### config.mk
export PLATFORM = sky130hd
export DESIGN_NAME = dch_handler
export DESIGN_NICKNAME = d
export VERILOG_FILES = /design/src/design/dch_pkg.sv /design/src/design/dch_handler.sv
export SDC_FILE = /design/constraint.sdc
export NUM_CORES = 2
export LEC_CHECK = 0
export BUFFER_PORTS_ARGS = -buffer_cell sky130_fd_sc_hd__buf_2
export CAP_MARGIN = 0
export CORE_UTILIZATION = 60
export CTS_CLUSTER_SIZE = 8
export DETAILED_ROUTE_END_ITERATION = 10
export PLACE_DENSITY_LB_ADDON = 0.1
export SYNTH_ARGS = -nofsm -noshare
export SYNTH_HDL_FRONTEND = slang
export SYNTH_SLANG_ARGS = --single-unit
### constraint.sdc
create_clock -name clk_i -period 8.5 [get_ports clk_i]
set_input_delay 1.7 -clock clk_i [delete_from_list [all_inputs] [get_ports clk_i]]
set_output_delay 1.7 -clock clk_i [all_outputs]
set_load 0.01 [all_outputs]
### src/design/dch_pkg.sv
// Shared constants and types for the driver configuration command handler
package dch_pkg;

    // ------------------------------------------------------------------
    // Timing
    // ------------------------------------------------------------------
    localparam int CLK_PERIOD_NS = 4;
    localparam int MS_NS = 1000000;
    localparam int TICK_CYCLES_DEF = MS_NS / CLK_PERIOD_NS;
    localparam int MS_PER_S = 1000;
    localparam int FLASH_HALF_MS = 250;

    // ------------------------------------------------------------------
    // Register byte offsets
    // ------------------------------------------------------------------
    localparam logic [7:0] REG_CMD = 8'h00;
    localparam logic [7:0] REG_ARG = 8'h04;
    localparam logic [7:0] REG_STATUS = 8'h08;
    localparam logic [7:0] REG_ANS_HDR = 8'h0c;
    localparam logic [7:0] REG_ANS_VAL = 8'h10;
    localparam logic [7:0] REG_IDENTIFY_FLASH_REM = 8'h14;
    localparam logic [7:0] REG_JOG_VEL = 8'h18;
    localparam logic [7:0] REG_CTRL = 8'h1c;
    localparam logic [7:0] REG_CONF_ID = 8'h20;

    // ------------------------------------------------------------------
    // Field positions, reset values and answer characters
    // ------------------------------------------------------------------
    localparam int CMD_SEL_LSB = 4;
    localparam int CMD_ALL_BIT = 8;
    localparam int CTRL_MOTOR_BIT = 0;
    localparam logic AUX_RST = 1'b1;
    localparam logic [31:0] WORD_RST = 32'h0000_0000;
    localparam logic [7:0] ASCII_COLON = 8'h3a;
    localparam logic [7:0] ASCII_DOLLAR = 8'h24;
    localparam logic [7:0] ASCII_LBRACE = 8'h7b;
    localparam logic [7:0] ASCII_RBRACE = 8'h7d;

    // ------------------------------------------------------------------
    // Commands, answer codes, parameter kinds
    // ------------------------------------------------------------------
    typedef enum logic [3:0] {
        DCH_OP_NOP = 4'h0, DCH_OP_AUX_SET = 4'h1, DCH_OP_AUX_QUERY = 4'h2,
        DCH_OP_FLASH_SET = 4'h3, DCH_OP_FLASH_QUERY = 4'h4, DCH_OP_CFG_SET = 4'h5,
        DCH_OP_CFG_DEFAULT = 4'h6, DCH_OP_CFG_EXPERT = 4'h7, DCH_OP_CFG_QUERY = 4'h8,
        DCH_OP_CFG_QUERY_DEF = 4'h9, DCH_OP_EXPERT_QUERY = 4'ha, DCH_OP_TYPE_QUERY = 4'hb,
        DCH_OP_JOG = 4'hc, DCH_OP_CONFIG_ENTER = 4'hd, DCH_OP_CONFIG_LEAVE = 4'he,
        DCH_OP_RSVD = 4'hf
    } dch_op_t;

    typedef enum logic [1:0] {
        DCH_ERR_OK = 2'b00, DCH_ERR_MODE = 2'b01, DCH_ERR_ARG = 2'b10, DCH_ERR_DIR = 2'b11
    } dch_err_t;

    typedef enum logic [1:0] {
        DCH_TY_INT = 2'b00, DCH_TY_FLOAT = 2'b01, DCH_TY_STRING = 2'b10, DCH_TY_LABELS = 2'b11
    } dch_kind_t;

    // ------------------------------------------------------------------
    // Parameter table: slot 0 axis velocity, slot 1 acceleration time in ms
    // ------------------------------------------------------------------
    localparam int MAX_PARAMS = 8;
    localparam int PARAM_VEL_IDX = 0;
    localparam int PARAM_ACC_IDX = 1;
    localparam logic [MAX_PARAMS-1:0][31:0] PARAM_DEFAULT = {
        32'h0000_0000, 32'h0000_0001, 32'h0000_0002, 32'h0000_0000,
        32'h0000_0032, 32'h0000_0000, 32'h0000_00fa, 32'h0000_03e8};
    localparam logic [MAX_PARAMS-1:0][1:0] PARAM_KIND = {
        DCH_TY_LABELS, DCH_TY_STRING, DCH_TY_LABELS, DCH_TY_LABELS,
        DCH_TY_INT, DCH_TY_FLOAT, DCH_TY_INT, DCH_TY_INT};
    // String kind: max length; label kind: number of labels
    localparam logic [MAX_PARAMS-1:0][7:0] PARAM_LEN = {
        8'h02, 8'h10, 8'h03, 8'h02, 8'h00, 8'h00, 8'h00, 8'h00};

endpackage : dch_pkg

### src/design/dch_handler.sv
// Driver configuration command handler with a classic Wishbone slave
// Functional notes
// [RQ1] Aux supply off also removes motor power; on re-enables the aux supply.
// [RQ2] Aux supply query answers the current state, on or off.
// [RQ3] Flash request above zero flashes the board that many seconds, then stops.
// [RQ4] Flash request of zero stops any flashing at once.
// [RQ5] Flash query returns remaining time, counting down continuously.
// [RQ6] Parameter writes accepted only in configuration mode; host enters it first.
// [RQ7] Restore-defaults puts every parameter back to its default value.
// [RQ8] Expert marker is set by its command, cleared by any other parameter command; here only set and restore-defaults clear it.
// [RQ9] Expert query answers yes or no; the marker is no parameter.
// [RQ10] Parameter query returns one value, or a delimited list of all.
// [RQ11] Defaults query returns the whole list with default values.
// [RQ12] Type query reports integer, float, bounded string or label set.
// [RQ13] Bounded string type carries its maximum length.
// [RQ14] Label set type is reported enclosed in curly braces.
// [RQ15] Type query without a name returns the type of every parameter.
// [RQ16] Jog runs only in configuration mode, otherwise it is rejected.
// [RQ17] Jog velocity is in steps per second; its sign gives direction.
// [RQ18] A jogging axis ramps to a new velocity instead of stepping.
// [RQ19] Jog acceleration is velocity setting divided by acceleration time.
// [RQ20] A zero jog velocity brings the axis to a stop.
// [RQ21] Validate with non-empty id stores parameters and id, returns to operation.
// [RQ22] Answers echo board address and command ahead of the value.
//
// The address map and the Wishbone slave port were chosen for this implementation.
`timescale 1ns/1ns
module dch_handler #(
    parameter int NUM_PARAMS = dch_pkg::MAX_PARAMS,
    parameter int TICK_CYCLES = dch_pkg::TICK_CYCLES_DEF
) (
    // Clock and reset
    input wire logic clk_i,
    input wire logic rst_i,
    // Wishbone slave
    input wire logic wb_cyc_i,
    input wire logic wb_stb_i,
    input wire logic wb_we_i,
    input wire logic [7:0] wb_adr_i,
    input wire logic [3:0] wb_sel_i,
    input wire logic [31:0] wb_dat_i,
    output logic [31:0] wb_dat_o,
    output logic wb_ack_o,
    // Board identity
    input wire logic [7:0] board_addr_i,
    // Board outputs
    output logic aux_supply_o,
    output logic motor_power_o,
    output logic identify_flash_o,
    output logic config_mode_o,
    output logic nv_store_o,
    output logic [31:0] jog_vel_o
);
    import dch_pkg::*;

    localparam int TW = $clog2(TICK_CYCLES + 1);
    localparam int FW = $clog2(FLASH_HALF_MS + 1);

    // ------------------------------------------------------------------
    // Elaboration checks
    // ------------------------------------------------------------------
    if (NUM_PARAMS < 2 || NUM_PARAMS > MAX_PARAMS) begin : g_bad_np
        $error("NUM_PARAMS out of range");
    end
    if (TICK_CYCLES < 2) begin : g_bad_tick
        $error("TICK_CYCLES too small");
    end

    // ------------------------------------------------------------------
    // State
    // ------------------------------------------------------------------
    typedef struct packed {
        logic ack;
        logic [31:0] dat;
        logic [31:0] arg;
        logic aux_on;
        logic motor_req;
        logic motor_on;
        logic [TW-1:0] tick;
        logic [31:0] flash_ms;
        logic [FW-1:0] flash_cnt;
        logic flash;
        logic cfg_mode;
        logic expert;
        logic [NUM_PARAMS-1:0][31:0] params;
        logic [NUM_PARAMS-1:0][31:0] nv;
        logic [31:0] conf_id;
        logic nv_wr;
        dch_op_t op;
        dch_err_t err;
        logic [3:0] idx;
        logic multi;
        logic fin;
        logic [31:0] ans;
        logic signed [31:0] tgt;
        logic signed [31:0] vel;
        logic [31:0] step;
        logic [5:0] div_cnt;
        logic [31:0] rem;
        logic [31:0] quo;
        logic [31:0] dvs;
    } dch_state_t;

    dch_state_t r;
    dch_state_t next_r;

    // Bus access decode, one ack per request
    logic bus_go;
    logic tick_hit;
    assign bus_go = wb_cyc_i && wb_stb_i && !r.ack;
    assign tick_hit = (r.tick == TW'(TICK_CYCLES - 1));

    // Type word: brace, length or label count, brace, kind
    function automatic logic [31:0] type_word(input logic [3:0] i);
        logic lab;
        lab = (PARAM_KIND[i] == DCH_TY_LABELS);
        type_word = {lab ? ASCII_LBRACE : 8'h00, PARAM_LEN[i],              // [RQ13] [RQ14]
                     lab ? ASCII_RBRACE : 8'h00, 6'h00, PARAM_KIND[i]};     // [RQ12]
    endfunction : type_word

    // ------------------------------------------------------------------
    // Next-state logic
    // ------------------------------------------------------------------
    always_comb begin
        logic [32:0] rs;
        logic [31:0] q;
        logic [32:0] dif;
        logic [31:0] wm;
        logic [3:0] sel;
        logic [31:0] vabs;
        dch_op_t op;
        rs = '0;
        q = '0;
        dif = '0;
        wm = {{8{wb_sel_i[3]}}, {8{wb_sel_i[2]}}, {8{wb_sel_i[1]}}, {8{wb_sel_i[0]}}};
        sel = wb_dat_i[CMD_SEL_LSB +: 4];
        vabs = '0;
        op = dch_op_t'(wb_dat_i[3:0]);
        next_r = r;
        next_r.ack = bus_go;
        next_r.nv_wr = 1'b0;
        next_r.dat = '0;

        // Millisecond tick
        next_r.tick = tick_hit ? '0 : r.tick + TW'(1);

        // Flash countdown and visible toggling
        if (tick_hit && r.flash_ms != 0) begin
            next_r.flash_ms = r.flash_ms - 32'h1;                            // [RQ5]
            if (r.flash_cnt == FW'(FLASH_HALF_MS - 1)) begin
                next_r.flash_cnt = '0;
                next_r.flash = !r.flash;
            end else begin
                next_r.flash_cnt = r.flash_cnt + FW'(1);
            end
        end
        if (r.flash_ms == 0) begin
            next_r.flash = 1'b0;                                             // [RQ3]
        end

        // Serial divider: step per ms = velocity / acceleration time in ms
        if (r.div_cnt != 0) begin
            rs = {r.rem, r.quo[31]};
            q = {r.quo[30:0], 1'b0};
            if (rs >= {1'b0, r.dvs}) begin
                rs = rs - {1'b0, r.dvs};
                q[0] = 1'b1;
            end
            next_r.rem = rs[31:0];
            next_r.quo = q;
            next_r.div_cnt = r.div_cnt - 6'd1;
            if (r.div_cnt == 6'd1) begin
                next_r.step = (q == 0) ? 32'h1 : q;                          // [RQ19]
            end
        end

        // Ramp toward target once per ms, never past it
        if (tick_hit && r.div_cnt == 0 && r.vel != r.tgt) begin
            dif = {r.tgt[31], r.tgt} - {r.vel[31], r.vel};
            if (!dif[32]) begin
                next_r.vel = (dif > {1'b0, r.step}) ? r.vel + $signed(r.step) : r.tgt; // [RQ18]
            end else begin
                next_r.vel = (-dif > {1'b0, r.step}) ? r.vel - $signed(r.step) : r.tgt;
            end
        end

        // Motor power follows request only while aux supply is on
        next_r.motor_on = r.motor_req && r.aux_on;                           // [RQ1]

        // Register access
        if (bus_go && wb_we_i) begin
            if (wb_adr_i == REG_ARG) begin
                next_r.arg = (r.arg & ~wm) | (wb_dat_i & wm);
            end else if (wb_adr_i == REG_CTRL) begin
                if (wb_sel_i[0]) begin
                    next_r.motor_req = wb_dat_i[CTRL_MOTOR_BIT] && r.aux_on;
                end
            end else if (wb_adr_i == REG_CMD && wb_sel_i[0]) begin
                next_r.op = op;                                              // [RQ22]
                next_r.err = DCH_ERR_OK;
                next_r.multi = 1'b0;
                next_r.fin = 1'b0;
                next_r.idx = '0;
                next_r.ans = '0;
                case (op)
                    DCH_OP_AUX_SET: begin
                        next_r.aux_on = (r.arg != 0);
                        if (r.arg == 0) begin
                            next_r.motor_req = 1'b0;                         // [RQ1]
                            next_r.motor_on = 1'b0;
                        end
                    end
                    DCH_OP_AUX_QUERY: next_r.ans = {31'h0, r.aux_on};        // [RQ2]
                    DCH_OP_FLASH_SET: begin
                        next_r.flash_ms = 32'(r.arg * MS_PER_S);             // [RQ3]
                        next_r.flash_cnt = '0;
                        next_r.flash = (r.arg != 0);                         // [RQ4]
                    end
                    DCH_OP_FLASH_QUERY: next_r.ans = r.flash_ms;             // [RQ5]
                    DCH_OP_CFG_SET: begin
                        if (!r.cfg_mode) begin
                            next_r.err = DCH_ERR_MODE;                       // [RQ6]
                        end else if (32'(sel) >= NUM_PARAMS) begin
                            next_r.err = DCH_ERR_ARG;
                        end else begin
                            next_r.params[sel] = r.arg;
                            next_r.expert = 1'b0;                            // [RQ8]
                        end
                    end
                    DCH_OP_CFG_DEFAULT: begin
                        if (!r.cfg_mode) begin
                            next_r.err = DCH_ERR_MODE;                       // [RQ6]
                        end else begin
                            next_r.params = PARAM_DEFAULT[NUM_PARAMS-1:0];   // [RQ7]
                            next_r.expert = 1'b0;                            // [RQ8]
                        end
                    end
                    DCH_OP_CFG_EXPERT: begin
                        if (!r.cfg_mode) begin
                            next_r.err = DCH_ERR_MODE;
                        end else begin
                            next_r.expert = 1'b1;                            // [RQ8]
                        end
                    end
                    DCH_OP_CFG_QUERY, DCH_OP_TYPE_QUERY: begin
                        if (wb_dat_i[CMD_ALL_BIT]) begin
                            next_r.multi = 1'b1;                             // [RQ10] [RQ15]
                        end else if (32'(sel) >= NUM_PARAMS) begin
                            next_r.err = DCH_ERR_ARG;
                        end else begin
                            next_r.ans = (op == DCH_OP_CFG_QUERY) ? r.params[sel]
                                                                  : type_word(sel);
                        end
                    end
                    DCH_OP_CFG_QUERY_DEF: next_r.multi = 1'b1;               // [RQ11]
                    DCH_OP_EXPERT_QUERY: next_r.ans = {31'h0, r.expert};     // [RQ9]
                    DCH_OP_JOG: begin
                        if (!r.cfg_mode) begin
                            next_r.err = DCH_ERR_MODE;                       // [RQ16]
                        end else if (r.vel != 0 && r.arg != 0 && r.arg[31] != r.vel[31]) begin
                            next_r.err = DCH_ERR_DIR;
                        end else begin
                            next_r.tgt = $signed(r.arg);                     // [RQ17] [RQ20]
                            vabs = r.params[PARAM_VEL_IDX][31] ? -r.params[PARAM_VEL_IDX]
                                                              : r.params[PARAM_VEL_IDX];
                            next_r.rem = '0;
                            next_r.quo = vabs;                               // [RQ19]
                            next_r.dvs = (r.params[PARAM_ACC_IDX] == 0) ? 32'h1
                                                                        : r.params[PARAM_ACC_IDX];
                            next_r.div_cnt = 6'd32;
                        end
                    end
                    DCH_OP_CONFIG_ENTER: next_r.cfg_mode = 1'b1;
                    DCH_OP_CONFIG_LEAVE: begin
                        if (!r.cfg_mode) begin
                            next_r.err = DCH_ERR_MODE;
                        end else begin
                            next_r.cfg_mode = 1'b0;
                            next_r.tgt = '0;
                            if (r.arg != 0) begin
                                next_r.nv = r.params;                        // [RQ21]
                                next_r.conf_id = r.arg;
                                next_r.nv_wr = 1'b1;
                            end else begin
                                next_r.params = r.nv;
                            end
                        end
                    end
                    default: next_r.err = DCH_ERR_ARG;
                endcase
            end
        end else if (bus_go) begin
            if (wb_adr_i == REG_ARG) begin
                next_r.dat = r.arg;
            end else if (wb_adr_i == REG_STATUS) begin
                next_r.dat = {24'h0, r.div_cnt != 0, r.vel != 0, r.expert, r.cfg_mode,
                              r.flash_ms != 0, r.motor_on, r.motor_req, r.aux_on};
            end else if (wb_adr_i == REG_ANS_HDR) begin
                next_r.dat = {board_addr_i, r.op, r.idx, r.multi, r.fin, r.err,    // [RQ22]
                              4'h0, r.multi ? ASCII_DOLLAR : ASCII_COLON};
            end else if (wb_adr_i == REG_ANS_VAL) begin
                if (r.multi && !r.fin) begin
                    // Each read pops one list entry; the fin flag in the header marks the end
                    if (r.op == DCH_OP_CFG_QUERY) begin
                        next_r.dat = r.params[r.idx];                        // [RQ10]
                    end else if (r.op == DCH_OP_CFG_QUERY_DEF) begin
                        next_r.dat = PARAM_DEFAULT[r.idx];                   // [RQ11]
                    end else begin
                        next_r.dat = type_word(r.idx);                       // [RQ15]
                    end
                    if (32'(r.idx) == NUM_PARAMS - 1) begin
                        next_r.fin = 1'b1;
                    end else begin
                        next_r.idx = r.idx + 4'h1;
                    end
                end else if (!r.multi) begin
                    next_r.dat = r.ans;
                end
            end else if (wb_adr_i == REG_IDENTIFY_FLASH_REM) begin
                next_r.dat = r.flash_ms;
            end else if (wb_adr_i == REG_JOG_VEL) begin
                next_r.dat = r.vel;
            end else if (wb_adr_i == REG_CTRL) begin
                next_r.dat = {31'h0, r.motor_req};
            end else if (wb_adr_i == REG_CONF_ID) begin
                next_r.dat = r.conf_id;
            end else begin
                next_r.dat = '0;
            end
        end
    end

    // ------------------------------------------------------------------
    // State register
    // ------------------------------------------------------------------
    always_ff @(posedge clk_i) begin
        if (rst_i) begin
            r <= '0;
            r.aux_on <= AUX_RST;
            r.step <= 32'h1;
            r.params <= PARAM_DEFAULT[NUM_PARAMS-1:0];
            r.nv <= PARAM_DEFAULT[NUM_PARAMS-1:0];
            r.conf_id <= WORD_RST;
        end else begin
            r <= next_r;
        end
    end

    // Outputs straight from state flops
    assign wb_ack_o = r.ack;
    assign wb_dat_o = r.dat;
    assign aux_supply_o = r.aux_on;
    assign motor_power_o = r.motor_on;
    assign identify_flash_o = r.flash;
    assign config_mode_o = r.cfg_mode;
    assign nv_store_o = r.nv_wr;
    assign jog_vel_o = r.vel;

    // ------------------------------------------------------------------
    // Assertions
    // ------------------------------------------------------------------
    logic cmd_wr;
    assign cmd_wr = bus_go && wb_we_i && wb_adr_i == REG_CMD && wb_sel_i[0];
endmodule : dch_handler

==> metrics.yaml <==
drt_first_pass_iters: 9
r2r-end: "jog_vel_o[11]$_SDFFE_PP0P_"
grt_overflow_total: 0
synth.avg_cell_area_um2: 8.16
wl_per_cell_um: 27.5
crit_type: "reg -> reg"
ir_worst_vdd_v: 0.000264
root_buffer: "clkbuf_16"
critPathArrivalTime_ns: 8.24
rrSetupSlack_ns: 0.90
clockBufferDepth: 3
crit_family: "simple AND/OR/NAND/NOR gates"
syn_area_mm2: 0.0563
vias_per_cell: 6.84
row_count: 112
die_x_um: 308
synthTopCellsByCount: "nand2_1 (1046), dfxtp_1 (926), a21oi_1 (648), nor2_1 (630), clkbuf_1 (494)"
dr.max_layer_used: "met5"
clkPwrFrac_pct: 43.8
clk_latency_ns: 0.77
report.final.setup_viol: 0
drtAntennaViolNets: 0
timing.final.crit_share_pct: 89.4
critical_path.most_common_cell: "nand2_1"
netSwitchingFraction_pct: 29.1
worstPathRequired_ns: 9.14
start_kind: "register"
synth_top_cell_area_share_pct: 32.9
rsz0062_at_grt: "no"
met2_length_um: 91900
yosysUniqueCellTypes: 95
synth.most_common_cell: "nand2_1"
syn_nets: 7327
hold_violations: 0
wl_met1_um: 82600
drc: 0
ys_ff_latch: 926
path_max_fanout: 16
ctsHoldBuffers: 0
r2r_start: "jog_vel_o[6]$_SDFFE_PP0P_"
worst_pin_slew_ns: 1.36
dieArea_mm2: 0.0951
yosysTopAreaCell: "dfxtp_1"
end_kind: "register"
clk_pin_slew_ns: 0.05
worstHoldStart: "r[459]$_SDFFE_PP0P_"
vias: 54715
seqPwrFrac_pct: 39.8
maxCapViolCount: 0
hold_end: "r[459]$_SDFFE_PP0P_"
area_delta_synth_final_pct: 8.56
synth_cells: 6906
dp.final_hpwl_um: 154000
nNetsFinal: 7133
ctsResizeCount: 0
p_leak_uw: 0.0228
synth_seq_area_share_pct: 32.9
met3_length_um: 26700
path_buf_inv: 2
postSynth.asyncResetShare_pct: 0
power_frac_comb_pct: 16.5
io_buffers: 126
drv_slew: 0
place_area_mm2: 0.0574
design_area_mm2: 0.0612
powerDensity_mw_per_mm2: 185
grt_pass1_wl_um: 324000
grt_antenna_before_repair: 11
drive_gt1_share_pct: 9.54
hold_path_depth: 2
yosys_warnings: 0
grt_pass1_vias: 49896
timing.setup.tns_ns: 0
initial_core_util_pct: 60.5
boundaryPins: 127
grtUsageTotal_pct: 45.4
layout.cells.non_filler: 7996
die_h_um: 308
p_int_uw: 8030
ys.flop_type: "dfxtp_1"
finalCriticalPeriod_ns: 7.60
clock-sinks: 926
cts_tree: "built"
drt_iter0_markers: 7738
skew_ns: 0.0501
hold_class: "reg -> reg"
num-fill-cells: 7875
relSlewSlack_pct: 9.03
synth_edf_count: 0
worst_r2r_path_depth: 28
max_freq_ghz: 0.132
coreArea_mm2: 0.0932
p_sw_uw: 3300
cts_buffers: 134
htree_levels: 4
place_inst: 7830
yosys-top-cells-area: "dfxtp_1 (33%), nand2_1 (7.0%), ha_1 (6.0%)"
status: "finished clean"
critPathSlowestCell: "or4_1"
cp_slowest_stage_delay_ns: 0.66
post_cts_buffers: 0
drt-total-wl_um: 220000
grt_max_degree: 198
gp_congestion: 1.07
[registers in the layout, summed over array words and instances, names as in the netlist, named ones only]
name	count
identify_flash_o	1
config_mode_o	1
motor_power_o	1
aux_supply_o	1
nv_store_o	1
jog_vel_o	32
wb_ack_o	1
r	814
wb_dat_o	32
[layout make-up]
class / count / area, um2 / share of cell area, %
flip-flops and latches: 926 / 18500 / 30.3
inverters: 340 / 1280 / 2.09
diodes: 9 / 22.5 / 0.0368
clock buffers: 147 / 3540 / 5.79
repair buffers: 269 / 1780 / 2.91
well taps: 1254 / 1570 / 2.57
multi-input cells: 5041 / 34200 / 56.0
clock inverters: 10 / 193 / 0.315
[cell families after synthesis]
logic type      Yosys count  synth area share, %
mux                     197                 6.34
simple gates           2265                 17.5
compound gates         2001                 23.8
buf+inv                 939                 6.75
xor+xnor                214                 3.33
flops                   926                 32.9
fa+ha+maj               364                 9.35
[cell usage in the layout, fill, tap and decap left out, types with 145 or more instances in the layout]
cell type and instances:
a211oi_1 321, a21oi_1 637, a32oi_1 206, dfxtp_1 923, ha_1 269, inv_1 338, nand2_1 1045, nor2_1 620
o21ai_0 241, xnor2_1 145
[power by group through the flow]
stage,Sequential [uW],Combinational [uW],Clock (uW)
2_1_floorplan,4570,1420,0
3_3_place_gp,4590,1790,0
4_1_cts,4510,1830,4960
6_report,4510,1860,4960
5_1_grt,4510,2060,5130
3_5_place_dp,4590,1810,0
[through the flow]
| step | hold WS (ns) | utilization [%] | worst slack, ns | total power (uW) |
|---|---|---|---|---|
| after global routing | 0.459 | 65.6 | 0.392 | 11700 |
| after global placement | 0.433 | 61.6 | 1.15 | 6380 |
| after floorplan | 0.418 | - | 2.32 | 5980 |
| after CTS | 0.449 | 65.6 | 1.08 | 11300 |
| final | 0.446 | 65.6 | 0.900 | 11300 |
| after detailed placement | 0.443 | 61.6 | 1.12 | 6400 |
[worst register-to-register path, delay by kind of cell (launching register included)]
family | cells | cell delay, ns
buffers and inverters | 2 | 0.31
AND/OR/NAND/NOR | 15 | 3.36
flip-flops | 1 | 0.55
XOR/XNOR | 1 | 0.09
adder cells (fa/ha/maj) | 2 | 0.76
AO/OA/AOI/OAI | 8 | 2.42
[per-layer routing]
metal	vias to the layer above	global-route usage (%)
met5	-	0
met4	10	32.6
met3	841	11.9
met2	3546	66.1
met1	26080	58.2
li1	24238	-
[how the worst max path moves through the flow]
stage | from | endpoint | slack, ns | cells after the start
final | jog_vel_o[6]$_SDFFE_PP0P_ | jog_vel_o[11]$_SDFFE_PP0P_ | 0.90 | 28
after global routing | jog_vel_o[10]$_SDFFE_PP0P_ | jog_vel_o[22]$_SDFFE_PP0P_ | 0.39 | 28
after CTS | jog_vel_o[3]$_SDFFE_PP0P_ | jog_vel_o[11]$_SDFFE_PP0P_ | 1.08 | 28
after detailed placement | jog_vel_o[3]$_SDFFE_PP0P_ | jog_vel_o[11]$_SDFFE_PP0P_ | 1.12 | 28
after global placement | jog_vel_o[3]$_SDFFE_PP0P_ | jog_vel_o[22]$_SDFFE_PP0P_ | 1.15 | 28
after floorplan | jog_vel_o[10]$_SDFFE_PP0P_ | jog_vel_o[20]$_SDFFE_PP0P_ | 2.32 | 29
No activity file was read; power rests on OpenSTA's default activity.
